--- src/hw/mtl_map.vh ---
// constants for the fixed-range memory type lookup
`ifndef MTL_MAP_VH
`define MTL_MAP_VH

// ----------------------------------------------------------------
// register indices on the model-register port
// ----------------------------------------------------------------
`define MTL_IDX_W 4
`define MTL_IDX_FIX64K_00000 4'h0
`define MTL_IDX_FIX16K_80000 4'h1
`define MTL_IDX_FIX16K_A0000 4'h2
`define MTL_IDX_FIX4K_C0000 4'h3
`define MTL_IDX_FIX4K_F8000 4'hA
`define MTL_IDX_DEFAULT_TYPE 4'hB
`define MTL_NUM_FIXED 11

// ----------------------------------------------------------------
// field layout
// ----------------------------------------------------------------
`define MTL_REG_W 64
`define MTL_FIELD_W 8
`define MTL_TYPE_MSB 2
`define MTL_TYPE_LSB 0
`define MTL_RD_DRAM_BIT 4
`define MTL_WR_DRAM_BIT 3
`define MTL_DEF_FE_BIT 10
`define MTL_DEF_E_BIT 11
`define MTL_FIXED_RESET 64'h0000_0000_0000_0000
`define MTL_DEFAULT_RESET 8'h00

// ----------------------------------------------------------------
// address layout
// ----------------------------------------------------------------
`define MTL_PADDR_W 52
`define MTL_BELOW_1M_MSB 51
`define MTL_BELOW_1M_LSB 20
`define MTL_BASE_16K 20'h8_0000
`define MTL_BASE_4K 20'hC_0000

// ----------------------------------------------------------------
// memory type codes
// ----------------------------------------------------------------
`define MTL_UNCACHEABLE_TYPE 3'h0
`define MTL_WRITE_COMBINING_TYPE 3'h1
`define MTL_WRITETHROUGH_TYPE 3'h4
`define MTL_WRITE_PROTECT_TYPE 3'h5
`define MTL_WRITEBACK_TYPE 3'h6

`endif

--- src/hw/mtl_lookup.v ---
// fixed-range memory type lookup with its model-register port
`timescale 1ns/1ps
`include "mtl_map.vh"
module mtl_lookup (
   // clock and reset
   input wire clock_in,
   input wire arst_n_in,
   // model-register port
   input wire msr_wr_in,
   input wire msr_rd_in,
   input wire [3:0] msr_index_in,
   input wire [63:0] msr_wdata_in,
   output reg msr_ack_out,
   output reg msr_fault_out,
   output wire [63:0] msr_rdata_out,
   // system controls
   input wire ext_types_enable_in,
   input wire cache_disable_control_in,
   // variable-range result from outside
   input wire var_hit_in,
   input wire [7:0] var_type_in,
   // lookup request
   input wire lookup_valid_in,
   input wire [51:0] lookup_addr_in,
   // resolved attributes
   output reg lookup_done_out,
   output reg [2:0] mem_type_out,
   output reg read_to_dram_flag_out,
   output reg write_to_dram_flag_out,
   output reg cacheable_out,
   output reg write_combine_ok_out,
   output reg speculative_ok_out,
   output reg alloc_read_miss_out,
   output reg alloc_write_miss_out,
   output reg write_through_out,
   output reg write_hit_invalidate_out,
   output reg alloc_modified_ok_out,
   output reg fixed_hit_out
);
   // ----------------------------------------------------------------
   // decode helpers
   // ----------------------------------------------------------------
   // register index and field number from an address below 1 Mbyte
   function [6:0] fixed_select;
      input [19:0] a;
      begin
         if (a < `MTL_BASE_16K) begin
            fixed_select = {`MTL_IDX_FIX64K_00000, a[18:16]};
         end else if (a < `MTL_BASE_4K) begin
            fixed_select = {`MTL_IDX_FIX16K_80000 + {3'b000, a[17]}, a[16:14]};
         end else begin
            fixed_select = {`MTL_IDX_FIX4K_C0000 + {1'b0, a[17:15]}, a[14:12]};
         end
      end
   endfunction

   function is_fixed_index;
      input [3:0] idx;
      begin
         is_fixed_index = (idx <= `MTL_IDX_FIX4K_F8000);
      end
   endfunction

   // ----------------------------------------------------------------
   // default type register
   // ----------------------------------------------------------------
   reg [7:0] def_type_ff;
   reg def_fe_ff;
   reg def_e_ff;
   wire [63:0] def_word;
   wire msr_valid_idx;
   wire fix_wr;

   assign msr_valid_idx = is_fixed_index(msr_index_in) ||
                          (msr_index_in == `MTL_IDX_DEFAULT_TYPE);
   assign fix_wr = msr_wr_in && is_fixed_index(msr_index_in);
   assign def_word = {52'h0_0000_0000_0000, def_e_ff, def_fe_ff, 2'b00, def_type_ff};

   always @(posedge clock_in or negedge arst_n_in) begin
      if (!arst_n_in) begin
         def_type_ff <= `MTL_DEFAULT_RESET;
         def_fe_ff <= 1'b0;
         def_e_ff <= 1'b0;
      end else if (msr_wr_in && (msr_index_in == `MTL_IDX_DEFAULT_TYPE)) begin
         def_type_ff <= msr_wdata_in[7:0];
         def_fe_ff <= msr_wdata_in[`MTL_DEF_FE_BIT];
         def_e_ff <= msr_wdata_in[`MTL_DEF_E_BIT];
      end
   end

   // ----------------------------------------------------------------
   // register read / write handshake
   // ----------------------------------------------------------------
   reg rd_def_ff;
   reg [63:0] def_snap_ff;
   wire [63:0] fix_rdata;

   always @(posedge clock_in or negedge arst_n_in) begin
      if (!arst_n_in) begin
         msr_ack_out <= 1'b0;
         msr_fault_out <= 1'b0;
         rd_def_ff <= 1'b0;
         def_snap_ff <= 64'h0000_0000_0000_0000;
      end else begin
         msr_ack_out <= msr_wr_in || msr_rd_in;
         msr_fault_out <= (msr_wr_in || msr_rd_in) && !msr_valid_idx;
         if (msr_rd_in) begin
            rd_def_ff <= (msr_index_in == `MTL_IDX_DEFAULT_TYPE);
            def_snap_ff <= def_word;
         end
      end
   end

   assign msr_rdata_out = rd_def_ff ? def_snap_ff : fix_rdata;

   // ----------------------------------------------------------------
   // lookup stage one: address decode and memory read
   // ----------------------------------------------------------------
   reg s1_valid_ff;
   reg s1_below_1m_ff;
   reg s1_var_hit_ff;
   reg [7:0] s1_var_type_ff;
   wire below_1m;
   wire [6:0] sel;
   wire [7:0] fix_field;

   assign below_1m = (lookup_addr_in[`MTL_BELOW_1M_MSB:`MTL_BELOW_1M_LSB] == 32'h0000_0000);
   assign sel = fixed_select(lookup_addr_in[19:0]);

   mtl_fix_mem #(
      .NUM_REGS(`MTL_NUM_FIXED),
      .IDX_W(`MTL_IDX_W)
   ) u_fix_mem (
      .clock_in(clock_in),
      .arst_n_in(arst_n_in),
      .wr_en_in(fix_wr),
      .wr_idx_in(msr_index_in),
      .wr_data_in(msr_wdata_in),
      .rd_en_in(msr_rd_in),
      .rd_idx_in(msr_index_in),
      .rd_data_out(fix_rdata),
      .lk_en_in(lookup_valid_in),
      .lk_idx_in(sel[6:3]),
      .lk_byte_in(sel[2:0]),
      .lk_field_out(fix_field)
   );

   always @(posedge clock_in or negedge arst_n_in) begin
      if (!arst_n_in) begin
         s1_valid_ff <= 1'b0;
         s1_below_1m_ff <= 1'b0;
         s1_var_hit_ff <= 1'b0;
         s1_var_type_ff <= 8'h00;
      end else begin
         s1_valid_ff <= lookup_valid_in;
         if (lookup_valid_in) begin
            s1_below_1m_ff <= below_1m;
            s1_var_hit_ff <= var_hit_in;
            s1_var_type_ff <= var_type_in;
         end
      end
   end

   // ----------------------------------------------------------------
   // lookup stage two: resolve the type
   // ----------------------------------------------------------------
   reg [2:0] nxt_type;
   reg nxt_rd_dram;
   reg nxt_wr_dram;
   reg nxt_fixed_hit;
   wire ext_on;

   assign ext_on = ext_types_enable_in && s1_below_1m_ff;

   always @* begin
      nxt_fixed_hit = 1'b0;
      // extended flags are independent of the global enable
      nxt_rd_dram = ext_on && fix_field[`MTL_RD_DRAM_BIT];
      nxt_wr_dram = ext_on && fix_field[`MTL_WR_DRAM_BIT];
      if (!def_e_ff) begin
         nxt_type = `MTL_UNCACHEABLE_TYPE;
      end else if (def_fe_ff && s1_below_1m_ff) begin
         nxt_type = fix_field[`MTL_TYPE_MSB:`MTL_TYPE_LSB];
         nxt_fixed_hit = 1'b1;
      end else if (s1_var_hit_ff) begin
         nxt_type = s1_var_type_ff[`MTL_TYPE_MSB:`MTL_TYPE_LSB];
      end else begin
         nxt_type = def_type_ff[`MTL_TYPE_MSB:`MTL_TYPE_LSB];
      end
   end

   // ----------------------------------------------------------------
   // policy decode per memory type
   // ----------------------------------------------------------------
   reg p_cache;
   reg p_wc;
   reg p_spec;
   reg p_arm;
   reg p_awm;
   reg p_wt;
   reg p_whi;
   reg p_mod;

   always @* begin
      p_cache = 1'b0;
      p_wc = 1'b0;
      p_spec = 1'b0;
      p_arm = 1'b0;
      p_awm = 1'b0;
      p_wt = 1'b0;
      p_whi = 1'b0;
      p_mod = 1'b0;
      case (nxt_type)
         `MTL_UNCACHEABLE_TYPE: begin
            p_cache = 1'b0;
         end
         `MTL_WRITE_COMBINING_TYPE: begin
            p_wc = 1'b1;
            p_spec = 1'b1;
         end
         `MTL_WRITETHROUGH_TYPE: begin
            p_cache = 1'b1;
            p_arm = 1'b1;
            p_wt = 1'b1;
         end
         `MTL_WRITE_PROTECT_TYPE: begin
            p_cache = 1'b1;
            p_arm = 1'b1;
            p_wt = 1'b1;
            p_whi = 1'b1;
         end
         `MTL_WRITEBACK_TYPE: begin
            p_cache = 1'b1;
            p_arm = 1'b1;
            p_awm = 1'b1;
            p_mod = 1'b1;
         end
         default: begin
            // undefined codes behave as uncacheable
            p_cache = 1'b0;
         end
      endcase
   end

   // ----------------------------------------------------------------
   // output registers
   // ----------------------------------------------------------------
   always @(posedge clock_in or negedge arst_n_in) begin
      if (!arst_n_in) begin
         lookup_done_out <= 1'b0;
         mem_type_out <= `MTL_UNCACHEABLE_TYPE;
         read_to_dram_flag_out <= 1'b0;
         write_to_dram_flag_out <= 1'b0;
         cacheable_out <= 1'b0;
         write_combine_ok_out <= 1'b0;
         speculative_ok_out <= 1'b0;
         alloc_read_miss_out <= 1'b0;
         alloc_write_miss_out <= 1'b0;
         write_through_out <= 1'b0;
         write_hit_invalidate_out <= 1'b0;
         alloc_modified_ok_out <= 1'b0;
         fixed_hit_out <= 1'b0;
      end else begin
         lookup_done_out <= s1_valid_ff;
         if (s1_valid_ff) begin
            mem_type_out <= nxt_type;
            read_to_dram_flag_out <= nxt_rd_dram;
            write_to_dram_flag_out <= nxt_wr_dram;
            // cache disable only removes caching, never adds it
            cacheable_out <= p_cache && !cache_disable_control_in;
            write_combine_ok_out <= p_wc;
            speculative_ok_out <= p_spec;
            alloc_read_miss_out <= p_arm && !cache_disable_control_in;
            alloc_write_miss_out <= p_awm && !cache_disable_control_in;
            write_through_out <= p_wt;
            write_hit_invalidate_out <= p_whi;
            alloc_modified_ok_out <= p_mod;
            fixed_hit_out <= nxt_fixed_hit;
         end
      end
   end
endmodule

--- src/hw/mtl_fix_mem.v ---
// storage for the fixed-range type registers with registered reads
`timescale 1ns/1ps
module mtl_fix_mem #(
   parameter NUM_REGS = 11,
   parameter IDX_W = 4
) (
   // clock and reset
   input wire clock_in,
   input wire arst_n_in,
   // write port
   input wire wr_en_in,
   input wire [IDX_W-1:0] wr_idx_in,
   input wire [63:0] wr_data_in,
   // whole-register read port
   input wire rd_en_in,
   input wire [IDX_W-1:0] rd_idx_in,
   output reg [63:0] rd_data_out,
   // single-field lookup port
   input wire lk_en_in,
   input wire [IDX_W-1:0] lk_idx_in,
   input wire [2:0] lk_byte_in,
   output reg [7:0] lk_field_out
);
   reg [63:0] mem_ff [0:NUM_REGS-1];
   wire [63:0] lk_word;

   // ----------------------------------------------------------------
   // register array
   // ----------------------------------------------------------------
   genvar g;
   generate
      for (g = 0; g < NUM_REGS; g = g + 1) begin : g_reg
         always @(posedge clock_in or negedge arst_n_in) begin
            if (!arst_n_in) begin
               mem_ff[g] <= `MTL_FIXED_RESET;
            end else if (wr_en_in && (wr_idx_in == g)) begin
               mem_ff[g] <= wr_data_in;
            end
         end
      end
   endgenerate

   // ----------------------------------------------------------------
   // registered reads
   // ----------------------------------------------------------------
   assign lk_word = (lk_idx_in < NUM_REGS) ? mem_ff[lk_idx_in] : 64'h0000_0000_0000_0000;

   always @(posedge clock_in or negedge arst_n_in) begin
      if (!arst_n_in) begin
         rd_data_out <= 64'h0000_0000_0000_0000;
         lk_field_out <= 8'h00;
      end else begin
         if (rd_en_in) begin
            rd_data_out <= (rd_idx_in < NUM_REGS) ? mem_ff[rd_idx_in] : 64'h0000_0000_0000_0000;
         end
         if (lk_en_in) begin
            lk_field_out <= lk_word[{lk_byte_in, 3'b000} +: 8];
         end
      end
   end
endmodule

--- config.mk ---
export PLATFORM = sky130hd
export DESIGN_NAME = mtl_lookup
export DESIGN_NICKNAME = d
export VERILOG_FILES = /design/src/hw/mtl_lookup.v /design/src/hw/mtl_fix_mem.v
export VERILOG_INCLUDE_DIRS = /design/src /design/src/hw
export SDC_FILE = /design/constraint.sdc
export NUM_CORES = 2
export LEC_CHECK = 0
export ABC_AREA = 0
export BUFFER_PORTS_ARGS = -buffer_cell sky130_fd_sc_hd__buf_4
export CORE_UTILIZATION = 55
export CTS_CLUSTER_SIZE = 20
export DETAILED_ROUTE_END_ITERATION = 16
export GPL_TIMING_DRIVEN = 0
export PLACE_DENSITY = 0.8
export SYNTH_ARGS = -nofsm -noshare
export SYNTH_HDL_FRONTEND = slang
export SYNTH_SLANG_ARGS = --single-unit
--- constraint.sdc ---
create_clock -name clock_in -period 2.4 [get_ports clock_in]
set_clock_uncertainty 0.2 [all_clocks]
set_input_delay 0.24 -clock clock_in [delete_from_list [all_inputs] [get_ports clock_in]]
set_output_delay 0.24 -clock clock_in [all_outputs]
set_load 0.05 [all_outputs]
* Word-level counts from Yosys, hierarchy flattened
Cells that the tools add are included.
Storage, ports and cells: register bits after elaboration 815, latch bits 0, bits in writable memories 0, memory bits (read-only) 0, input port bits 136, output and inout bits 81, memories 0
Cells by class: add/sub/neg operators 2, multipliers 0, divide/modulo/power cells 0, order comparisons 7, equality and inequality tests 15, shifts and indexed selects 1, mux-type cells 21, bitwise gates (word level) 2, reduce and logical (&&, ||, !) cells 28
Operator list (number):
- binary-select mux 64 bit (select 4 bit) | 2
- 2-to-1 mux 64 bit | 7
- indexed part select 64 x 7 -> 5 bit | 1
- less-than comparator 20 bit (second input constant) | 2
- zero test 32 bit | 1
- logical AND 1 bit | 20
- equality test 4 x 3 -> 1 bit (second input constant) | 4
- equality test 4 bit (second input constant) | 4
- 2-to-1 mux 7 bit | 2
- greater-or-equal comparator 5 bit (second input constant) | 2
- NOT 4 -> 5 bit | 2
- equality test 3 bit (second input constant) | 3
- 2-to-1 mux 3 bit | 3
- equality test 4 x 2 -> 1 bit (second input constant) | 2
- less-than comparator 4 bit (second input constant) | 2
- 2-to-1 mux 1 bit | 7
- adder 2 x 3 -> 4 bit (first input constant) | 1
- equality test 4 x 1 -> 1 bit (second input constant) | 1
- <= comparator 4 bit (second input constant) | 1
- zero test 4 bit | 1
- equality test 3 x 1 -> 1 bit (second input constant) | 1
- OR reduction 3 bit | 1
- adder 1 x 1 -> 2 bit (first input constant) | 1
- zero test 1 bit | 2
- other kinds (2) | 3

* Longest topological paths before layout
word-level depth 9, gate-level depth with buffers 13, mapped depth without buffers 10

* Hierarchy
From an unflattened synthesis, not the netlist that was laid out.
Unflattened totals: cells, all modules 3343, area total of the unflattened synthesis 43056.3 sq um
Modules (own cells, without submodules):
- mtl_fix_mem | times used 1, cells each 3115, area each 40669.0 sq um
- mtl_lookup | times used 1, cells each 228, area each 2387.3 sq um

* Worst setup path after synthesis
No wires, ideal clock.
path kind input-to-reg, start point in lookup_addr_in[18], end point reg u_fix_mem.lk_field_out[0], library setup time 0.127 ns, data arrival time 2.203 ns, data required time 2.073 ns, slack -0.129 ns, stages on the path 9, path through buf_4 -> mux2_4 -> mux2i_4 -> buf_2 -> mux4_2 -> a2111oi_0 -> nor2_1 -> a22oi_1 -> o21ai_1
On the way: longest elaborated chain between the ends 9
Ends and longest elaborated chain:
- start: declaration | line mtl_lookup.v:24 | input wire [51:0] lookup_addr_in,
- less-than comparator 20 bit (no source line)
- 2-to-1 mux 7 bit | line mtl_lookup.v:49 | end else if (a < `MTL_BASE_4K) begin
- 2-to-1 mux 7 bit (*) | line mtl_lookup.v:47 | if (a < `MTL_BASE_16K) begin
- NOT 4 -> 5 bit (not written as such) | line mtl_fix_mem.v:46 | assign lk_word = (lk_idx_in < NUM_REGS) ? mem_ff[lk_idx_in] : 64'h0000_0000_0000_0000;
- binary-select mux 64 bit (select 4 bit) | line mtl_fix_mem.v:46
- 2-to-1 mux 64 bit (not written as such) (2 in series) | line mtl_fix_mem.v:46
- 2-to-1 mux 64 bit | line mtl_fix_mem.v:46
- indexed part select 64 x 7 -> 5 bit (*) | line mtl_fix_mem.v:57 | lk_field_out <= lk_word[{lk_byte_in, 3'b000} +: 8];
- end signal: assignment | line mtl_fix_mem.v:57
- end: declaration | line mtl_fix_mem.v:22 | output reg [7:0] lk_field_out
Mark *: on every way between the ends. The rest lies on a longest branch, timed or not. The select of a mux whose other input is x is not followed. A chain may end at the register's enable or synchronous reset.

* Worst setup path in the final report
start point in msr_index_in[1], end point reg u_fix_mem.rd_data_out[58]
On the way: longest elaborated chain between the ends 5
Ends and longest elaborated chain:
- start: declaration | line mtl_lookup.v:11 | input wire [3:0] msr_index_in,
- NOT 4 -> 5 bit (not written as such) | line mtl_fix_mem.v:54 | rd_data_out <= (rd_idx_in < NUM_REGS) ? mem_ff[rd_idx_in] : 64'h0000_0000_0000_0000;
- binary-select mux 64 bit (select 4 bit) | line mtl_fix_mem.v:54
- 2-to-1 mux 64 bit (not written as such) (2 in series) | line mtl_fix_mem.v:54
- 2-to-1 mux 64 bit (*) | line mtl_fix_mem.v:54
- end signal: assignment | line mtl_fix_mem.v:54
- end: declaration | line mtl_fix_mem.v:17 | output reg [63:0] rd_data_out,
Marks and branches as above.

==> summary.md <==
| Metric | Value |
|---|---|
| Min setup slack post-route | -45.4 ps |
| WHS | -631 ps |
| TritonCTS clock tree | yes |
| Worst min-delay path category | in2async |
| Routed WL per cell | 29.8 um |
| Vias post-DR | around 31000 |
| Io pins | 217 |
| Max clock buf depth | 3 |
| MaxCap Viol Count | 0 |
| Die area | 0.0740 mm2 |
| Syn. warnings | 0 |
| Setup Total Neg Slack | -1220 ps |
| Pre-antenna DRT Iters | 6 |
| Core Util, Final | between 60 and 70% |
| Top_reg_cell synth | dfrtp_1 |
| Worst Path Max Fanout | 10 |
| Post-synthesis sequential area ratio | 50.8% |
| Pleak | 0.0207 uW |
| Hold Fails Final Rpt | between 150 and 200 |
| Critical Path RT | 2770 ps |
| Most frequent cell after synthesis | dfrtp_1 |
| WP data arrival | 2820 ps |
| Rows | 98 |
| Fin crit share | 102% |
| HPWL after detailed placement | 90500 um |
| Fin crit period | 2450 ps |
| Layout cells sized above 1 | slightly below 40% |
| H-tree depth | 3 |
| Area growth syn-to-layout | 19.0% |
| GRT Total Usage | 37.4% |
| Gpl congestion | 1.05 |
| Outcome | complete, but fails checks |
| Peak VDD IR | 0.584 mV |
| Setup-failing EPs final | 76 |
| Nets@finish | 3764 |
| 1st-iter DRT viols | 4226 |
| Post-Place Cells | 4391 |
| Placed Area | 0.0431 mm2 |
| Synthesized Nets | 3370 |
| Design area | 0.0478 mm2 |
| Power Density | 890 mW/mm2 |
| EDFF count, synth | 0 |
| Area leader, netlist | dfrtp_1 |
| Failing checks | hold timing, setup timing |
| Total clock sinks | 815 |
| First-pass GRT wire length | 203000 um |
| Initial Utilization | 55.9% |
| Slew HR | between 15 and 20% |
| Cell Area, Synth | approximately 0.04 mm2 |
| Worst-path clk slew | 50 ps |
| Gr ovfl total | 0 |
| Die height | 272 um |
| Worst-Margin Slew | 1260 ps |
| Slew Limit Fails | 0 |
| Worst Setup End Kind | flip-flop |
| Final ANT Viol Nets | 0 |
| Largest net degree at the start of global routing | 121 |
| Seq cells post-synth | roughly 820 |
| Residual DRC | 0 |
| Initial antenna violation count | 3 |
| WS Path Type | in2reg |
| Port-buffer cells | 197 |
| Mean number of vias per cell | between 6 and 7 |
| Num CTS Buffers | 86 |
| Cell count after synthesis | 3233 |
| Post-synth top area share | 50.8% |
| Avg Cell Area, Syn | around 12 um2 |
| Synth top area cells | dfrtp_1, mux2_2, mux4_2 |
| FFs w/ async S/R, synth | 100% |
| Filler cells | ~5200 |
| RSZ-0062 raised after global routing | yes |
| Die width | ~270 um |
| Startpoint types | input port |
| Post-synth top cells | dfrtp_1, mux2_2, a21oi_1 |
| Final WL | 138000 um |
| Distinct cells, synth | 59 |
| Clk Latency, worst-skew pair | 660 ps |
| Cell Count, Final, Fillers Out | 4641 |
| Fmax | 0.409 GHz |
| CTS root buf | clkbuf_16 |
| Vias in the first global route | 31700 |
| Core ar. | between 0.07 and 0.08 mm2 |
## final timing paths
kind / end / start / slack [ps] / cells after the start
min in group clock_in: u_fix_mem.mem_ff[384] / msr_wr_in / 50 / 3
min: u_fix_mem.mem_ff[295] / arst_n_in / -630 / 1
min reg2reg: lookup_done_out / s1_valid_ff / 190 / 0
max: u_fix_mem.rd_data_out[58] / msr_index_in[1] / -50 / 9
max in group asynchronous: u_fix_mem.mem_ff[251] / arst_n_in / 410 / 5
max reg2reg: u_fix_mem.lk_field_out[4] / u_fix_mem.mem_ff[660] / 310 / 5
## cells in the final DEF, fill, tap and decap left out, types with 21 or more instances in the layout
cell and instances:
clkbuf_1 170, mux2i_1 86, clkbuf_16 89, a211oi_1 64, o22ai_1 68, clkbuf_2 53, mux2_2 730, buf_4 211
dfrtp_1 815, dlygate4sd3_1 90, nand3_1 52, buf_2 25, nor2_1 201, mux4_2 163, inv_1 81, a21oi_1 233
buf_6 27, nand2_1 211, a22oi_1 45, o21ai_0 21, clkbuf_8 23
## cells by family after synthesis
family / count (synthesis) / synth area share, %
AOI/OAI and AO/OA: 504 / 7.73
xor gates and xnor gates: 1 / 0.0218
adders and majority gates: 1 / 0.0312
buffers and inverters: 387 / 3.91
DFF: 815 / 50.8
muxes: 982 / 31.9
and+or+nand+nor: 543 / 5.59
## report_power, final
part | switching (uW) | internal (uW) | leakage, uW
Sequential | 2290 | 16800 | 0.0101
Combinational | 4980 | 4940 | 0.00926
Clock | 5640 | 7850 | 0.00138
## state kept, by name, indices dropped and copies added (netlist names), 3 cells and up
name / count
u_fix_mem.mem_ff: 704
def_snap_ff: 10
def_type_ff: 8
u_fix_mem.rd_data_out: 64
u_fix_mem.lk_field_out: 5
mem_type_out: 3
s1_var_type_ff: 3
## metrics by stage
step	setup WS [ps]	total power (uW)
after detailed placement	-1800	28300
after floorplan	-53.3	24900
after CTS	4.47	41900
after global routing	-51.9	43800
final	-45.4	42500
after global placement	-8460	27800
## worst max-delay path, stage by stage
cell	delay, ps
buf_4	110
clkbuf_2	280
nor2b_1	230
clkbuf_2	440
clkbuf_1	540
a21oi_1	150
a211oi_1	540
a21oi_1	110
o22ai_1	170
## layer usage
layer  vias to the layer above  GRT usage, %  wire (um)
met5                         -             0         84
met4                         7          22.9       9410
met3                       621          12.8      17600
met2                      2256          55.4      60900
met1                     15900          47.3      50200
li1                      12600             -          -
## cell type report
type	instances	area, um2	share of cell area, %
multi-input cells	2031	18500	38.7
flip-flops and latches	815	20400	42.7
clock inverters	20	238	0.498
clock buffers	130	2560	5.36
plain buffers	299	1700	3.56
diodes	2	5.00	0.0105
repair buffers	312	2870	6.01
inverters	82	312	0.652
well taps	950	1190	2.49
## what timing repair did
item                                   4_1_cts  5_1_grt
hold buffers                                89        1
setup endpoints to repair                  651      413
gates resized for setup                    172      136
setup buffers                                5        7
pin swaps                                    5        9
endpoints found under the hold margin      257       86
cloned                                       1        1
No activity file was read; power rests on OpenSTA's default activity.
